### src/shared/bbx_pkg.sv
package bbx_pkg;
    // opcodes handled by this block
    localparam logic [7:0] OP_SHIFT_RIGHT_ARITH_ACC_B = 8'h57;
    localparam logic [7:0] OP_BRANCH_ALWAYS           = 8'h20;
    localparam logic [7:0] OP_BRANCH_NEVER            = 8'h21;
    localparam logic [7:0] OP_BRANCH_UNSIGNED_HIGHER  = 8'h22;
    localparam logic [7:0] OP_BRANCH_UNSIGNED_LOW_SAME = 8'h23;
    localparam logic [7:0] OP_BRANCH_ON_CARRY_CLEAR   = 8'h24;
    localparam logic [7:0] OP_BRANCH_ON_CARRY_SET     = 8'h25;
    localparam logic [7:0] OP_BRANCH_ON_NOT_EQUAL     = 8'h26;
    localparam logic [7:0] OP_BRANCH_ON_EQUAL         = 8'h27;
    localparam logic [7:0] OP_BRANCH_ON_OVERFLOW_CLR  = 8'h28;
    localparam logic [7:0] OP_BRANCH_ON_OVERFLOW_SET  = 8'h29;
    localparam logic [7:0] OP_BRANCH_ON_POSITIVE      = 8'h2A;
    localparam logic [7:0] OP_BRANCH_ON_NEGATIVE      = 8'h2B;
    localparam logic [7:0] OP_BRANCH_SIGNED_GREATER_EQ = 8'h2C;
    localparam logic [7:0] OP_BRANCH_SIGNED_LESS      = 8'h2D;
    localparam logic [7:0] OP_BRANCH_SIGNED_GREATER   = 8'h2E;
    localparam logic [7:0] OP_BRANCH_SIGNED_LESS_EQ   = 8'h2F;
    localparam logic [7:0] OP_CLEAR_BITS_DIRECT       = 8'h4D;
    localparam logic [7:0] OP_CLEAR_BITS_EXTENDED     = 8'h1D;
    localparam logic [7:0] OP_CLEAR_BITS_INDEXED      = 8'h0D;
    // branch and mask geometry
    localparam logic [15:0] BRANCH_PC_STEP            = 16'h0002;
    localparam logic [1:0]  TAKEN_FETCH_CYCLES        = 2'h3;
    localparam logic [1:0]  NOT_TAKEN_FETCH_CYCLES    = 2'h1;
    localparam logic [2:0]  MASK_OFS_SHORT            = 3'h2;
    localparam logic [2:0]  MASK_OFS_MID              = 3'h3;
    localparam logic [2:0]  MASK_OFS_LONG             = 3'h4;
    localparam int          MSB_POS                   = 7;

    // condition code flags used by this block
    typedef struct packed {
        logic neg;
        logic zero;
        logic ovf;
        logic carry;
    } bbx_flags_t;

    // indexed post-byte length class chosen by decode
    typedef enum logic [1:0] {
        BBX_IDX_SHORT = 2'b00,
        BBX_IDX_9BIT  = 2'b01,
        BBX_IDX_16BIT = 2'b10,
        BBX_IDX_INDIR = 2'b11
    } bbx_idx_t;

    // sequencer states
    typedef enum logic [2:0] {
        BBX_IDLE  = 3'b000,
        BBX_FETCH = 3'b001,
        BBX_READ  = 3'b010,
        BBX_WRITE = 3'b011,
        BBX_DONE  = 3'b100
    } bbx_state_t;
endpackage

### src/verilog/bbx_exec.sv
`timescale 1ns/1ns
// Summary of operation
// RULE1 - B arithmetic right shift keeps bit 7, shifts others down, bit 0 out.
// RULE2 - after B shift, carry takes former bit 0 of B.
// RULE3 - after B shift, overflow equals negative XOR carry of the result.
// RULE4 - shift and bit-clear set N from bit 7, Z on zero; clear forces V low.
// RULE5 - opcode 24 branches only when carry is 0.
// RULE6 - opcode 25 branches only when carry is 1.
// RULE7 - opcode 27 branches on zero set; opcode 26 on zero clear.
// RULE8 - taken branch loads PC with branch address plus 2 plus offset.
// RULE9 - taken branch uses three fetch cycles; not taken uses one.
// RULE10 - 2C/2D test N XOR V; 2E/2F test Z OR (N XOR V).
// RULE11 - signed greater-equal branch follows register at least memory after compare.
// RULE12 - 22/23 test carry OR zero; 24/25 test carry.
// RULE13 - 2B/2A test negative, 29/28 overflow, 20 always, 21 never.
// RULE14 - branch offset byte is sign-extended to 16 bits.
// RULE15 - bit-clear reads byte, clears bits with mask 1, writes back.
// RULE16 - bit-clear leaves bits with mask 0 unchanged.
// RULE17 - mask byte sits 2, 3 or 4 past opcode by addressing mode.
// RULE18 - bit-clear decodes 4D, 1D, 0D; indirect indexed forms are refused.
module bbx_exec
    import bbx_pkg::*;
(
    // clock, reset, enable
    input  wire logic       ref_clk_in,
    input  wire logic       rst_b_in,
    input  wire logic       clk_en_in,
    // instruction from decode
    input  wire logic       instr_valid_in,
    input  wire logic [7:0] opcode_in,
    input  wire logic [15:0] instr_addr_in,
    input  wire logic [7:0] rel_offset_in,
    input  wire bbx_idx_t   idx_class_in,
    input  wire logic [15:0] eff_addr_in,
    // accumulator b and flags
    input  wire logic [7:0] acc_b_in,
    input  bbx_flags_t      flags_in,
    // program byte and memory port
    input  wire logic [7:0] prog_byte_in,
    input  wire logic [7:0] mem_rdata_in,
    input  wire logic       mem_ack_in,
    // results
    output logic            busy_out,
    output logic            done_out,
    output logic            illegal_out,
    output logic [7:0]      acc_b_out,
    output logic            acc_b_we_out,
    output bbx_flags_t      flags_out,
    output logic            flags_we_out,
    output logic [15:0]     pc_out,
    output logic            pc_we_out,
    output logic            prog_fetch_out,
    output logic [2:0]      prog_ofs_out,
    output logic [15:0]     mem_addr_out,
    output logic            mem_rd_out,
    output logic            mem_wr_out,
    output logic [7:0]      mem_wdata_out
);
    bbx_state_t  state_r,  state_nxt;
    logic [1:0]  fetch_r,  fetch_nxt;
    logic [7:0]  mask_r,   mask_nxt;
    logic [7:0]  data_r,   data_nxt;
    logic [15:0] addr_r,   addr_nxt;
    logic [2:0]  ofs_r,    ofs_nxt;
    logic        clr_r,    clr_nxt;
    logic [7:0]  acc_b_nxt;
    logic        acc_b_we_nxt, done_nxt, illegal_nxt, pc_we_nxt, flags_we_nxt;
    logic [15:0] pc_nxt;
    bbx_flags_t  flags_nxt;
    logic        is_branch, taken, is_clear;
    logic [7:0]  alu_res;
    bbx_flags_t  alu_flags;

    // branch condition evaluation
    bbx_cond_eval u_cond (
        .opcode_in     (opcode_in),
        .flags_in      (flags_in),
        .is_branch_out (is_branch),
        .taken_out     (taken)
    );

    // shared shift / bit-clear datapath
    bbx_alu8 u_alu (
        .opnd_in      (clr_r ? data_r : acc_b_in),
        .mask_in      (mask_r),
        .sel_clear_in (clr_r),
        .flags_in     (flags_in),
        .result_out   (alu_res),
        .flags_out    (alu_flags)
    );

    // bit-clear opcode decode
    assign is_clear = (opcode_in == OP_CLEAR_BITS_DIRECT) ||
                      (opcode_in == OP_CLEAR_BITS_EXTENDED) ||
                      (opcode_in == OP_CLEAR_BITS_INDEXED); // RULE18

    // sequencer next state
    always_comb
    begin
        state_nxt    = state_r;
        fetch_nxt    = fetch_r;
        mask_nxt     = mask_r;
        data_nxt     = data_r;
        addr_nxt     = addr_r;
        ofs_nxt      = ofs_r;
        clr_nxt      = clr_r;
        acc_b_nxt    = acc_b_out;
        acc_b_we_nxt = 1'b0;
        flags_nxt    = flags_out;
        flags_we_nxt = 1'b0;
        pc_nxt       = pc_out;
        pc_we_nxt    = 1'b0;
        done_nxt     = 1'b0;
        illegal_nxt  = 1'b0;
        unique case (state_r)
            BBX_IDLE:
            begin
                clr_nxt = 1'b0;
                if (instr_valid_in)
                begin
                    if (opcode_in == OP_SHIFT_RIGHT_ARITH_ACC_B)
                    begin
                        acc_b_nxt    = alu_res;          // RULE1
                        acc_b_we_nxt = 1'b1;
                        flags_nxt    = alu_flags;        // RULE2 RULE3 RULE4
                        flags_we_nxt = 1'b1;
                        done_nxt     = 1'b1;
                    end
                    else if (is_branch)
                    begin
                        if (taken)
                        begin
                            // RULE8 RULE14
                            pc_nxt    = instr_addr_in + BRANCH_PC_STEP
                                        + {{8{rel_offset_in[MSB_POS]}}, rel_offset_in};
                            pc_we_nxt = 1'b1;
                            fetch_nxt = TAKEN_FETCH_CYCLES;     // RULE9
                        end
                        else
                        begin
                            fetch_nxt = NOT_TAKEN_FETCH_CYCLES; // RULE9
                        end
                        state_nxt = BBX_FETCH;
                    end
                    else if (is_clear)
                    begin
                        if ((opcode_in == OP_CLEAR_BITS_INDEXED) &&
                            (idx_class_in == BBX_IDX_INDIR))
                        begin
                            illegal_nxt = 1'b1;          // RULE18
                            done_nxt    = 1'b1;
                        end
                        else
                        begin
                            // RULE17
                            if (opcode_in == OP_CLEAR_BITS_EXTENDED ||
                                (opcode_in == OP_CLEAR_BITS_INDEXED &&
                                 idx_class_in == BBX_IDX_9BIT))
                                ofs_nxt = MASK_OFS_MID;
                            else if (opcode_in == OP_CLEAR_BITS_INDEXED &&
                                     idx_class_in == BBX_IDX_16BIT)
                                ofs_nxt = MASK_OFS_LONG;
                            else
                                ofs_nxt = MASK_OFS_SHORT;
                            addr_nxt  = eff_addr_in;
                            state_nxt = BBX_READ;
                        end
                    end
                    else
                    begin
                        illegal_nxt = 1'b1;
                        done_nxt    = 1'b1;
                    end
                end
            end
            BBX_FETCH:
            begin
                fetch_nxt = fetch_r - 2'h1;
                if (fetch_r == NOT_TAKEN_FETCH_CYCLES)
                begin
                    state_nxt = BBX_DONE;
                end
            end
            BBX_READ:
            begin
                if (mem_ack_in)
                begin
                    mask_nxt  = prog_byte_in;            // RULE17
                    data_nxt  = mem_rdata_in;            // RULE15
                    clr_nxt   = 1'b1;
                    state_nxt = BBX_WRITE;
                end
            end
            BBX_WRITE:
            begin
                if (mem_ack_in)
                begin
                    flags_nxt    = alu_flags;            // RULE4
                    flags_we_nxt = 1'b1;
                    state_nxt    = BBX_DONE;
                end
            end
            BBX_DONE:
            begin
                clr_nxt   = 1'b0;
                done_nxt  = 1'b1;
                state_nxt = BBX_IDLE;
            end
            default:
            begin
                state_nxt = BBX_IDLE;
            end
        endcase
    end

    // combinational handshakes and memory port
    assign busy_out       = (state_r != BBX_IDLE);
    assign prog_fetch_out = (state_r == BBX_FETCH) || (state_r == BBX_READ);
    assign prog_ofs_out   = ofs_r;
    assign mem_addr_out   = addr_r;
    assign mem_rd_out     = (state_r == BBX_READ);
    assign mem_wr_out     = (state_r == BBX_WRITE);               // RULE15
    assign mem_wdata_out  = alu_res;                               // RULE16

    // state registers
    always_ff @(posedge ref_clk_in or negedge rst_b_in)
    begin
        if (!rst_b_in)
        begin
            state_r      <= BBX_IDLE;
            fetch_r      <= 2'h0;
            mask_r       <= 8'h00;
            data_r       <= 8'h00;
            addr_r       <= 16'h0000;
            ofs_r        <= 3'h0;
            clr_r        <= 1'b0;
            acc_b_out    <= 8'h00;
            acc_b_we_out <= 1'b0;
            flags_out    <= '0;
            flags_we_out <= 1'b0;
            pc_out       <= 16'h0000;
            pc_we_out    <= 1'b0;
            done_out     <= 1'b0;
            illegal_out  <= 1'b0;
        end
        else if (clk_en_in)
        begin
            state_r      <= state_nxt;
            fetch_r      <= fetch_nxt;
            mask_r       <= mask_nxt;
            data_r       <= data_nxt;
            addr_r       <= addr_nxt;
            ofs_r        <= ofs_nxt;
            clr_r        <= clr_nxt;
            acc_b_out    <= acc_b_nxt;
            acc_b_we_out <= acc_b_we_nxt;
            flags_out    <= flags_nxt;
            flags_we_out <= flags_we_nxt;
            pc_out       <= pc_nxt;
            pc_we_out    <= pc_we_nxt;
            done_out     <= done_nxt;
            illegal_out  <= illegal_nxt;
        end
    end
endmodule

### src/verilog/bbx_cond_eval.sv
`timescale 1ns/1ns
module bbx_cond_eval
    import bbx_pkg::*;
(
    // decoded opcode and current flags
    input  wire logic [7:0] opcode_in,
    input  bbx_flags_t      flags_in,
    // result
    output logic            is_branch_out,
    output logic            taken_out
);
    logic nv;

    // branch condition table
    always_comb
    begin
        nv            = flags_in.neg ^ flags_in.ovf;
        is_branch_out = 1'b1;
        taken_out     = 1'b0;
        unique case (opcode_in)
            OP_BRANCH_ALWAYS:            taken_out = 1'b1;              // RULE13
            OP_BRANCH_NEVER:             taken_out = 1'b0;              // RULE13
            OP_BRANCH_UNSIGNED_HIGHER:   taken_out = ~(flags_in.carry | flags_in.zero); // RULE12
            OP_BRANCH_UNSIGNED_LOW_SAME: taken_out = flags_in.carry | flags_in.zero;    // RULE12
            OP_BRANCH_ON_CARRY_CLEAR:    taken_out = ~flags_in.carry;  // RULE5
            OP_BRANCH_ON_CARRY_SET:      taken_out = flags_in.carry;   // RULE6
            OP_BRANCH_ON_NOT_EQUAL:      taken_out = ~flags_in.zero;   // RULE7
            OP_BRANCH_ON_EQUAL:          taken_out = flags_in.zero;    // RULE7
            OP_BRANCH_ON_OVERFLOW_CLR:   taken_out = ~flags_in.ovf;    // RULE13
            OP_BRANCH_ON_OVERFLOW_SET:   taken_out = flags_in.ovf;     // RULE13
            OP_BRANCH_ON_POSITIVE:       taken_out = ~flags_in.neg;    // RULE13
            OP_BRANCH_ON_NEGATIVE:       taken_out = flags_in.neg;     // RULE13
            OP_BRANCH_SIGNED_GREATER_EQ: taken_out = ~nv;              // RULE10 RULE11
            OP_BRANCH_SIGNED_LESS:       taken_out = nv;               // RULE10
            OP_BRANCH_SIGNED_GREATER:    taken_out = ~(flags_in.zero | nv); // RULE10
            OP_BRANCH_SIGNED_LESS_EQ:    taken_out = flags_in.zero | nv;    // RULE10
            default:                     is_branch_out = 1'b0;
        endcase
    end
endmodule

### src/verilog/bbx_alu8.sv
`timescale 1ns/1ns
module bbx_alu8
    import bbx_pkg::*;
(
    // operands
    input  wire logic [7:0] opnd_in,
    input  wire logic [7:0] mask_in,
    input  wire logic       sel_clear_in,
    input  bbx_flags_t      flags_in,
    // result
    output logic [7:0]      result_out,
    output bbx_flags_t      flags_out
);
    // shift or bit-clear with flag update
    always_comb
    begin
        flags_out = flags_in;
        if (sel_clear_in)
        begin
            result_out    = opnd_in & ~mask_in;              // RULE15 RULE16
            flags_out.ovf = 1'b0;                            // RULE4
        end
        else
        begin
            result_out      = {opnd_in[MSB_POS], opnd_in[MSB_POS:1]}; // RULE1
            flags_out.carry = opnd_in[0];                    // RULE2
            flags_out.ovf   = result_out[MSB_POS] ^ opnd_in[0]; // RULE3
        end
        flags_out.neg  = result_out[MSB_POS];                // RULE4
        flags_out.zero = (result_out == 8'h00);              // RULE4
    end
endmodule

### config.mk
export PLATFORM = sky130hd
export DESIGN_NAME = bbx_exec
export DESIGN_NICKNAME = d
export VERILOG_FILES = /design/src/shared/bbx_pkg.sv /design/src/verilog/bbx_exec.sv /design/src/verilog/bbx_cond_eval.sv /design/src/verilog/bbx_alu8.sv
export SDC_FILE = /design/constraint.sdc
export NUM_CORES = 1
export LEC_CHECK = 0
export CAP_MARGIN = 0
export CORE_MARGIN = 8
export CORE_UTILIZATION = 40
export DETAILED_ROUTE_END_ITERATION = 8
export DONT_BUFFER_PORTS = 1
export GPL_TIMING_DRIVEN = 0
export MAX_ROUTING_LAYER = met4
export PLACE_DENSITY = 0.59
export SETUP_SLACK_MARGIN = 0.02
export SLEW_MARGIN = 20
export SYNTH_ARGS = -nofsm -noshare
export SYNTH_HDL_FRONTEND = slang
export SYNTH_HIERARCHICAL = 1
export SYNTH_SLANG_ARGS = --single-unit
### constraint.sdc
create_clock -name ref_clk_in -period 3.5 [get_ports ref_clk_in]
set_clock_uncertainty 0.2 [all_clocks]
set_input_delay 0.7 -clock ref_clk_in [delete_from_list [all_inputs] [get_ports ref_clk_in]]
set_output_delay 0.7 -clock ref_clk_in [all_outputs]
set_load 0.03 [all_outputs]
==> results.yml, run 1 <==
sta:
  fin_setup_tns_ns: 0
  drv_slew: 0
  max_freq_mhz: 314
  period_share_pct: 91.1
  layout_setup_ws_ns: 0.311
  slew_headroom_pct: 24.5
  setup_viol: 0
  hold_viol: 0
  worst_pin_slew_ns: 1.12
  rsz0062_at_grt: "no"
  min_period_ns: 3.19
floorplan:
  floorplan.initialDensity_pct: 40.7
  core_area_um2: 11300
  num_io_pins: 147
  die_area_um2: 15200
  std_cell_rows: 39
  dieWidth_um: 123
  die_h_um: 123
placement:
  placed_cells: 578
  place_ws_ns: 0.223
  io_buffers: 0
  dpl.hpwl_mm: 9.02
  globalplace.congestion: 0.828
grt:
  grt_antenna_before_repair: 0
  first_global_vias: 3521
  grt_pass1_wl_mm: 18.4
  grt_use_total_pct: 15.7
  overflow: 0
  grt_max_degree: 75
logic_synthesis:
  avgSynthCellArea_um2: 10.6
  synth_edf_count: 0
  yosysWarnings: 6
  ys.flop_type: "dfrtp_1"
  async_flop_share_pct: 100
  ys_types: 77
  synth_seq_area_share_pct: 40.2
  postSynthCellCount: 435
  syn_area_um2: 4600
  syn_nets: 549
  ys_ff_latch: 74
drt:
  drtPass1Iterations: 5
  vias: 3344
  drt_iter0_markers: 165
  drc: 0
  ant_nets: 0
  wirelength_mm: 11.8
  drt-vias-per-instance: 5.62
  wl_per_cell_um: 19.8
cts:
  cts_setup_buffers: 0
  numCtsBuffers: 9
  cts_sinks: 74
  root_buffer: "clkbuf_16"
  clock_path_buffers: 2
  htreeDepth: 3
  hold_buffers: 1
  cts_resized: 0
  clkSlewWorstSetupHoldPaths_ns: 0.06
  clk_latency_ns: 0.32
  cts_tree: "done"
final_layout:
  area_growth_pct: 11.8
  n_antenna_cell: 0
  fillers: 1065
  drive_gt1_share_pct: 22.8
  final_util_pct: 45.5
  final_cell_mix: "dfrtp_1, mux2_2, nand2_1"
  nets: 561
  final_cells: 595
  final_common_cell: "dfrtp_1"
power_and_ir_drop:
  leakage_nw: 2.44
  p_per_area_nw_per_um2: 642
  power_switching_w: 0.00121
  p_clk_share_pct: 31.3
  p_comb_share_pct: 32.5
  irDropWorstVdd_mv: 0.421
  p_sw_share_pct: 36.5
  p_int_w: 0.00210
  p_seq_share_pct: 36.3
critical_path:
  setup.worst_path.start_class: "flip-flop"
  crit_type: "reg2out"
  critPathMaxFanout: 9
  critPathCaptureType: "output port"
  rrSetupSlack_ns: 0.82
  worstPathArrival_ns: 2.29
  critPathRequiredTime_ns: 2.60
  r2r-start: "clr_r"
  r2r_cells: 6
  r2r_end: "flags_out[2]"
run_status:
  status: "finished, final reports clean"
flow_run:
  maxCapViolations: 0
worst_hold_path:
  hold_class: "in2async"
metrics by stage:
stage	hold WS, ns	area, um^2	total power, W
2_1_floorplan	0.204	4600	0.00207
3_3_place_gp	0.208	4780	0.00224
3_5_place_dp	0.208	4780	0.00227
4_1_cts	0.0850	5150	0.00334
5_1_grt	0.0900	5150	0.00350
6_report	0.0654	5150	0.00330
registers in the layout (all words and copies together), names as in the netlist:
signal and cells:
data_r 8, done_out 1, mask_r 8, state_r 3, flags_out 4, flags_we_out 1
mem_addr_out 16, acc_b_we_out 1, clr_r 1, prog_ofs_out 3, fetch_r 2, acc_b_out 8
illegal_out 1, pc_out 16, pc_we_out 1
per-layer routing:
metal / GRT usage, % / wire [um] / vias up
met5: - / 0 / -
met4: 3.09 / 49 / 0
met3: 5.07 / 916 / 2
met2: 25.6 / 5910 / 87
met1: 18.7 / 4920 / 1644
li1: - / - / 1611
power by group through the flow:
stage	Combinational [W]	Clock, W	Sequential [W]
2_1_floorplan	0.000895	0	0.00118
3_3_place_gp	0.00103	0	0.00121
3_5_place_dp	0.00105	0	0.00122
4_1_cts	0.00108	0.00106	0.00120
5_1_grt	0.00117	0.00110	0.00123
6_report	0.00107	0.00103	0.00120
worst max-delay path, stage by stage, from the launching register on:
cell      delay [ns]
dfrtp_1         0.36
clkbuf_1        0.43
mux2_2          0.27
inv_1           0.05
o21ai_0         0.86
cell usage after synthesis (4+ instances only):
| master | number | area share [%] |
|---|---|---|
| xnor2_1 | 5 | 0.95 |
| clkbuf_1 | 4 | 0.33 |
| nor3_1 | 14 | 1.5 |
| nor2_1 | 18 | 1.5 |
| inv_1 | 28 | 2.3 |
| ha_1 | 30 | 8.2 |
| a31oi_1 | 4 | 0.54 |
| nand4_1 | 5 | 0.68 |
| nand3b_1 | 5 | 0.82 |
| o21a_1 | 6 | 0.98 |
| nand3_1 | 8 | 0.87 |
| o31ai_1 | 5 | 0.82 |
| dfrtp_1 | 74 | 40 |
| nand2b_1 | 4 | 0.54 |
| nor4_1 | 4 | 0.54 |
| mux2_2 | 51 | 12 |
| o21ai_0 | 22 | 2.4 |
| mux2i_1 | 5 | 1.1 |
| a21oi_1 | 15 | 1.6 |
| a21o_1 | 6 | 0.98 |
| o2111ai_1 | 4 | 0.76 |
| buf_6 | 5 | 1.2 |
| mux2_1 | 4 | 0.98 |
| nand2_1 | 33 | 2.7 |
how the worst max path moves through the flow:
stage,from,end,slack (ns),cells past startpoint
floorplan,opcode_in[0],pc_out[8],0.60,11
CTS,clr_r,mem_wdata_out[6],0.24,4
global route,clr_r,mem_wdata_out[5],0.16,4
detailed placement,opcode_in[0],pc_out[15],0.22,10
global placement,opcode_in[4],pc_out[15],0.31,6
finish,clr_r,mem_wdata_out[5],0.31,4
cell families after synthesis:
group                      Yosys count  synth area share (%)
AOI/OAI and AO/OA                   91                  14.0
xor gates and xnor gates             8                  1.52
adders and majority gates           31                  8.59
buffers and inverters               44                  4.97
DFF                                 74                  40.2
muxes                               60                  14.5
and+or+nand+nor                    127                  16.1
cell type report:
cell class / count / area, um^2 / share of cell area [%]
buffer: 16 / 124 / 2.41
clock buffer: 10 / 239 / 4.64
clock inverter: 6 / 97.6 / 1.90
inverter: 28 / 105 / 2.04
multi-input combinational: 317 / 2520 / 49.0
sequential: 74 / 1850 / 36.0
tap: 143 / 179 / 3.48
timing repair buffer: 1 / 27.5 / 0.535
(Power assumes the default switching activity.)
==> run 2, diff against run 1 <==
--- a/config.mk
+++ b/config.mk
@@ -11,11 +11,11 @@
 export DETAILED_ROUTE_END_ITERATION = 8
 export DONT_BUFFER_PORTS = 1
 export GPL_TIMING_DRIVEN = 0
+export HOLD_SLACK_MARGIN = 0.1
 export MAX_ROUTING_LAYER = met4
 export PLACE_DENSITY = 0.59
 export SETUP_SLACK_MARGIN = 0.02
 export SLEW_MARGIN = 20
 export SYNTH_ARGS = -nofsm -noshare
 export SYNTH_HDL_FRONTEND = slang
-export SYNTH_HIERARCHICAL = 1
 export SYNTH_SLANG_ARGS = --single-unit
==> run 2 against run 1 <==
  * Synthesized cell count shrank 12%
  * Worst setup slack improved by 0.046 ns
  * Sequential share of layout area increased by 3.3 points
  * Via count down 10%
  * Critical endpoint is now pc_out[13]
==> results.yml, run 2 <==
sta:
  period_share_pct: 89.8
  min_period_ns: 3.14
  drv_slew: 0
  slew_headroom_pct: 25.2
  setup_viol: 0
  hold_viol: 0
  rsz0062_at_grt: "no"
  fin_setup_tns_ns: 0
  max_freq_mhz: 318
  worst_pin_slew_ns: 1.11
floorplan:
  die_h_um: 120
  die_area_um2: 14300
  dieWidth_um: 120
  num_io_pins: 147
  core_area_um2: 10700
  floorplan.initialDensity_pct: 40.3
  std_cell_rows: 38
drt:
  drc: 0
  drt_iter0_markers: 189
  drtPass1Iterations: 4
  vias: 3001
  ant_nets: 0
  wirelength_mm: 9.87
  drt-vias-per-instance: 5.55
  wl_per_cell_um: 18.2
grt:
  grt_pass1_wl_mm: 15.9
  grt_use_total_pct: 14.1
  grt_max_degree: 75
  overflow: 0
  grt_antenna_before_repair: 0
  first_global_vias: 3111
cts:
  clock_path_buffers: 2
  hold_buffers: 2
  cts_tree: "done"
  numCtsBuffers: 9
  htreeDepth: 3
  root_buffer: "clkbuf_8"
  cts_sinks: 74
  clk_latency_ns: 0.34
  cts_setup_buffers: 0
  cts_resized: 0
  clkSlewWorstSetupHoldPaths_ns: 0.09
logic_synthesis:
  yosysMostFrequentCell: "dfrtp_1"
  postSynthCellCount: 384
  avgSynthCellArea_um2: 11.2
  yosysWarnings: 0
  ys.flop_type: "dfrtp_1"
  ys_top_cells_by_count: "dfrtp_1, mux2_2, ha_1"
  synthTopCellsByArea: "dfrtp_1, mux2_2, ha_1"
  ys_types: 54
  synth_seq_area_share_pct: 43.2
  synth_top_area_cell: "dfrtp_1"
  ys_ff_latch: 74
  syn_nets: 498
  netlist.area_leader.share_pct: 43.2
  syn_area_um2: 4290
  synth_edf_count: 0
  async_flop_share_pct: 100
final_layout:
  final_common_cell: "dfrtp_1"
  final-seq-area_um2: 1850
  area_growth_pct: 9.98
  n_antenna_cell: 0
  fillers: 1010
  final_cell_mix: "dfrtp_1, mux2_2, ha_1"
  nets: 511
  drive_gt1_share_pct: 20.7
  multiInputGateArea_um2: 2290
power_and_ir_drop:
  power.total_w: 0.00292
  p_per_area_nw_per_um2: 619
  irDropWorstVdd_mv: 0.396
  leakage_nw: 2.28
critical_path:
  critPathMaxFanout: 10
  critPathRequiredTime_ns: 3.51
  worstPathArrival_ns: 3.15
  critPathCaptureType: "flip-flop"
  setup.worst_path.start_class: "flip-flop"
  crit_type: "reg2reg"
placement:
  dpl.hpwl_mm: 7.71
  io_buffers: 0
  globalplace.congestion: 0.777
run_status:
  status: "finished, final reports clean"
worst_hold_path:
  hold_class: "in2reg"
flow_run:
  maxCapViolations: 0
## run 2: cell count changes in the layout (fill, tap and decap cells not counted), sizes merged, moves of 4 or more
cell,change
buf,-7
inv,-9
nand2,-10
nand3b,-4
nand4,-4
nor2,+5
nor3,-13
o2111ai,-4
o21ai,-6
o2bb2ai,+4
o31ai,-4
or2,-4
xor2,+4
## run 2: layout make-up
class / instances / share of cell area, %
clock inverters: 6 / 1.94
flip-flops and latches: 74 / 39.3
clock buffers: 9 / 2.63
well taps: 140 / 3.71
repair buffers: 2 / 0.796
multi-input cells: 279 / 48.6
plain buffers: 11 / 1.46
inverters: 20 / 1.59
## run 2: stage by stage
stage / hold slack [ns] / instances / setup WS, ns / instance area [um^2] / utilization (%)
2_1_floorplan: 0.204 / 384 / 0.450 / 4290 / -
3_3_place_gp: 0.207 / 524 / 0.169 / 4460 / 41.9
3_5_place_dp: 0.207 / 524 / 0.135 / 4460 / 41.9
5_1_grt: 0.215 / 541 / 0.154 / 4720 / 44.3
6_report: 0.238 / 541 / 0.358 / 4720 / 44.3
4_1_cts: 0.214 / 541 / 0.288 / 4720 / 44.3
## run 2: worst max-delay path: stages (launching register included)
cell     delay (ns)
dfrtp_1        0.45
nor2_1         0.18
nand2_1        0.34
or4b_4         0.63
nor3_2         0.64
buf_6          0.25
mux2_2         0.34
## run 2: worst paths after layout
kind / from / end / slack (ns) / cells after the start
worst max-delay path: state_r[0] / pc_out[13] / 0.36 / 6
worst min-delay path: clk_en_in / clr_r / 0.24 / 1
worst max register to register: state_r[0] / pc_out[13] / 0.36 / 6
worst min register to register: fetch_r[0] / fetch_r[0] / 0.28 / 1
max in group asynchronous: rst_b_in / pc_out[14] / 2.08 / 2
min in group asynchronous: rst_b_in / flags_out[3] / 0.69 / 2
## run 2: cell families (layout without fill, tap and decap cells)
kind of cell | Yosys count | count (layout) | synth area share (%)
DFF | 74 | 74 | 43.2
AOI/OAI and AO/OA | 80 | 80 | 12.5
buffers and inverters | 31 | 48 | 3.35
muxes | 63 | 63 | 17.9
and+or+nand+nor | 91 | 91 | 11.1
xor gates and xnor gates | 14 | 14 | 2.86
adders and majority gates | 31 | 31 | 9.22
## run 2: power by group
| part | internal (W) | switching (W) |
|---|---|---|
| Combinational | 0.000340 | 0.000447 |
| Sequential | 0.00107 | 0.000342 |
| Clock | 0.000401 | 0.000321 |
## run 2: per-layer routing
| layer | vias up | GRT usage (%) | share of wire [%] |
|---|---|---|---|
| met1 | 1432 | 16.3 | 43 |
| met3 | 13 | 7.89 | 13 |
| li1 | 1425 | - | - |
| met4 | 0 | 3.98 | 1.2 |
| met2 | 131 | 20.6 | 43 |
| met5 | - | - | 0 |
==> run 3, diff against run 2 <==
--- a/config.mk
+++ b/config.mk
@@ -7,13 +7,14 @@
 export LEC_CHECK = 0
 export CAP_MARGIN = 0
 export CORE_MARGIN = 8
-export CORE_UTILIZATION = 40
+export CORE_UTILIZATION = 33
 export DETAILED_ROUTE_END_ITERATION = 8
 export DONT_BUFFER_PORTS = 1
 export GPL_TIMING_DRIVEN = 0
 export HOLD_SLACK_MARGIN = 0.1
 export MAX_ROUTING_LAYER = met4
-export PLACE_DENSITY = 0.59
+export PLACE_DENSITY = 0.52
+export REMOVE_ABC_BUFFERS = 1
 export SETUP_SLACK_MARGIN = 0.02
 export SLEW_MARGIN = 20
 export SYNTH_ARGS = -nofsm -noshare
==> run 3 against run 2 <==
  * Global-route usage shrank 0.52 points
  * Count of clock-buffer cells in the layout grew 3
  * First-iteration DRC count shrank 16%
  * Flip-flop and latch count is the same
  * Wire length grew 10%
  * Via count shrank 2.0%
  * Core utilization shrank 6.4 points
  * Die area grew 18%
  * Critical path type is now in2reg
==> results.yml, run 3 (synthesis gave the netlist of run 2 again) <==
run_status:
  status: "finished, final reports clean"
placement:
  dpl.hpwl_mm: 8.34
  placed_cells: 549
  place_ws_ns: 0.0438
  globalplace.congestion: 0.815
  io_buffers: 0
final_layout:
  final_cells: 566
  n_antenna_cell: 0
  drive_gt1_share_pct: 21.1
  nets: 504
  multiInputGateArea_um2: 2310
  fillers: 1293
  final_cell_mix: "dfrtp_1, mux2_2, ha_1"
  final_util_pct: 37.9
  area_growth_pct: 12.0
  final_common_cell: "dfrtp_1"
  final-seq-area_um2: 1850
sta:
  hold_viol: 0
  drv_slew: 0
  setup_viol: 0
  worst_pin_slew_ns: 0.891
  min_period_ns: 3.11
  slew_headroom_pct: 40.6
  max_freq_mhz: 322
  period_share_pct: 88.8
  rsz0062_at_grt: "no"
  layout_setup_ws_ns: 0.393
  whs_ns: 0.253
cts:
  cts_tree: "done"
  cts_sinks: 74
  clock_path_buffers: 2
  cts_setup_buffers: 0
  clk_latency_ns: 0.33
  numCtsBuffers: 9
  root_buffer: "clkbuf_16"
  clkSlewWorstSetupHoldPaths_ns: 0.06
  htreeDepth: 3
  hold_buffers: 2
  cts_resized: 0
floorplan:
  die_h_um: 130
  std_cell_rows: 41
  die_area_um2: 16900
  num_io_pins: 147
  floorplan.initialDensity_pct: 33.9
  dieWidth_um: 130
  core_area_um2: 12700
critical_path:
  critPathCapture: "pc_out[11]"
  worstPathArrival_ns: 3.13
  r2r_cells: 6
  critPathMaxFanout: 5
  critPathCaptureType: "flip-flop"
  setup.worst_path.start_class: "input pin"
  rrSetupSlack_ns: 0.44
  r2r-start: "state_r[2]"
  r2r_end: "pc_out[8]"
  critPathRequiredTime_ns: 3.52
  crit_start: "instr_addr_in[1]"
  crit_type: "in2reg"
drt:
  vias: 2941
  wirelength_mm: 10.9
  wl_per_cell_um: 19.2
  drtPass1Iterations: 4
  drt_iter0_markers: 159
  drc: 0
  ant_nets: 0
  drt-vias-per-instance: 5.20
power_and_ir_drop:
  irDropWorstVdd_mv: 0.410
  p_per_area_nw_per_um2: 642
  leakage_nw: 2.30
  power.total_w: 0.00309
grt:
  grt_max_degree: 75
  grt_antenna_before_repair: 0
  grt_use_total_pct: 13.6
  grt_pass1_wl_mm: 17.2
  first_global_vias: 3135
  overflow: 0
worst_hold_path:
  hold_start: "clk_en_in"
  hold_class: "in2reg"
flow_run:
  maxCapViolations: 0
run 3: cell count changes in the layout (fill, tap and decap cells not counted), sizes merged:
cell      before  now
clkbuf        15   12
clkinv         3    0
bufinv         2    0
clkinvlp       0    2
buf            6    5
run 3: through the flow:
| step | setup TNS (ns) | cell area [um^2] |
|---|---|---|
| 6_report | 0 | 4800 |
| 2_1_floorplan | 0 | 4220 |
| 4_1_cts | 0 | 4800 |
| 5_1_grt | 0 | 4800 |
| 3_5_place_dp | 0 | 4490 |
| 3_3_place_gp | -2.95 | 4440 |
run 3: critical path, cell delays in order:
cell and delay (ns):
inv_1 0.02, ha_1 0.26, inv_1 0.04, ha_1 0.22
inv_1 0.08, fa_1 0.21, nor2b_1 0.08, o31a_1 0.28
o21ai_0 0.59, o21ai_0 0.21, xor2_1 0.18, mux2_2 0.27
run 3: power breakdown:
part	switching, W	leakage [nW]	internal (W)
combinational	0.000441	1.20	0.000339
clock	0.000363	0.131	0.000518
sequential	0.000356	0.966	0.00107
run 3: worst min-delay path by stage:
stage / cells after the start / end / slack, ns
global placement: 0 / state_r[0] / 0.21
detailed placement: 0 / state_r[2] / 0.21
floorplan: 0 / acc_b_out[0] / 0.20
CTS: 1 / clr_r / 0.24
finish: 1 / clr_r / 0.25
global route: 1 / clr_r / 0.25
run 3: cell type report:
cell class | instances | share of cell area [%]
multi-input cells | 279 | 48.1
flip-flops and latches | 74 | 38.5
inverters | 20 | 1.56
well taps | 172 | 4.48
clock inverters | 3 | 0.495
clock buffers | 12 | 5.34
repair buffers | 6 | 1.48
run 3: layer usage:
| layer | global-route usage (%) | wire length, um |
|---|---|---|
| met5 | - | 0 |
| met4 | 4.92 | 137 |
| met3 | 5.51 | 1100 |
| met2 | 20.8 | 5030 |
| met1 | 15.8 | 4620 |
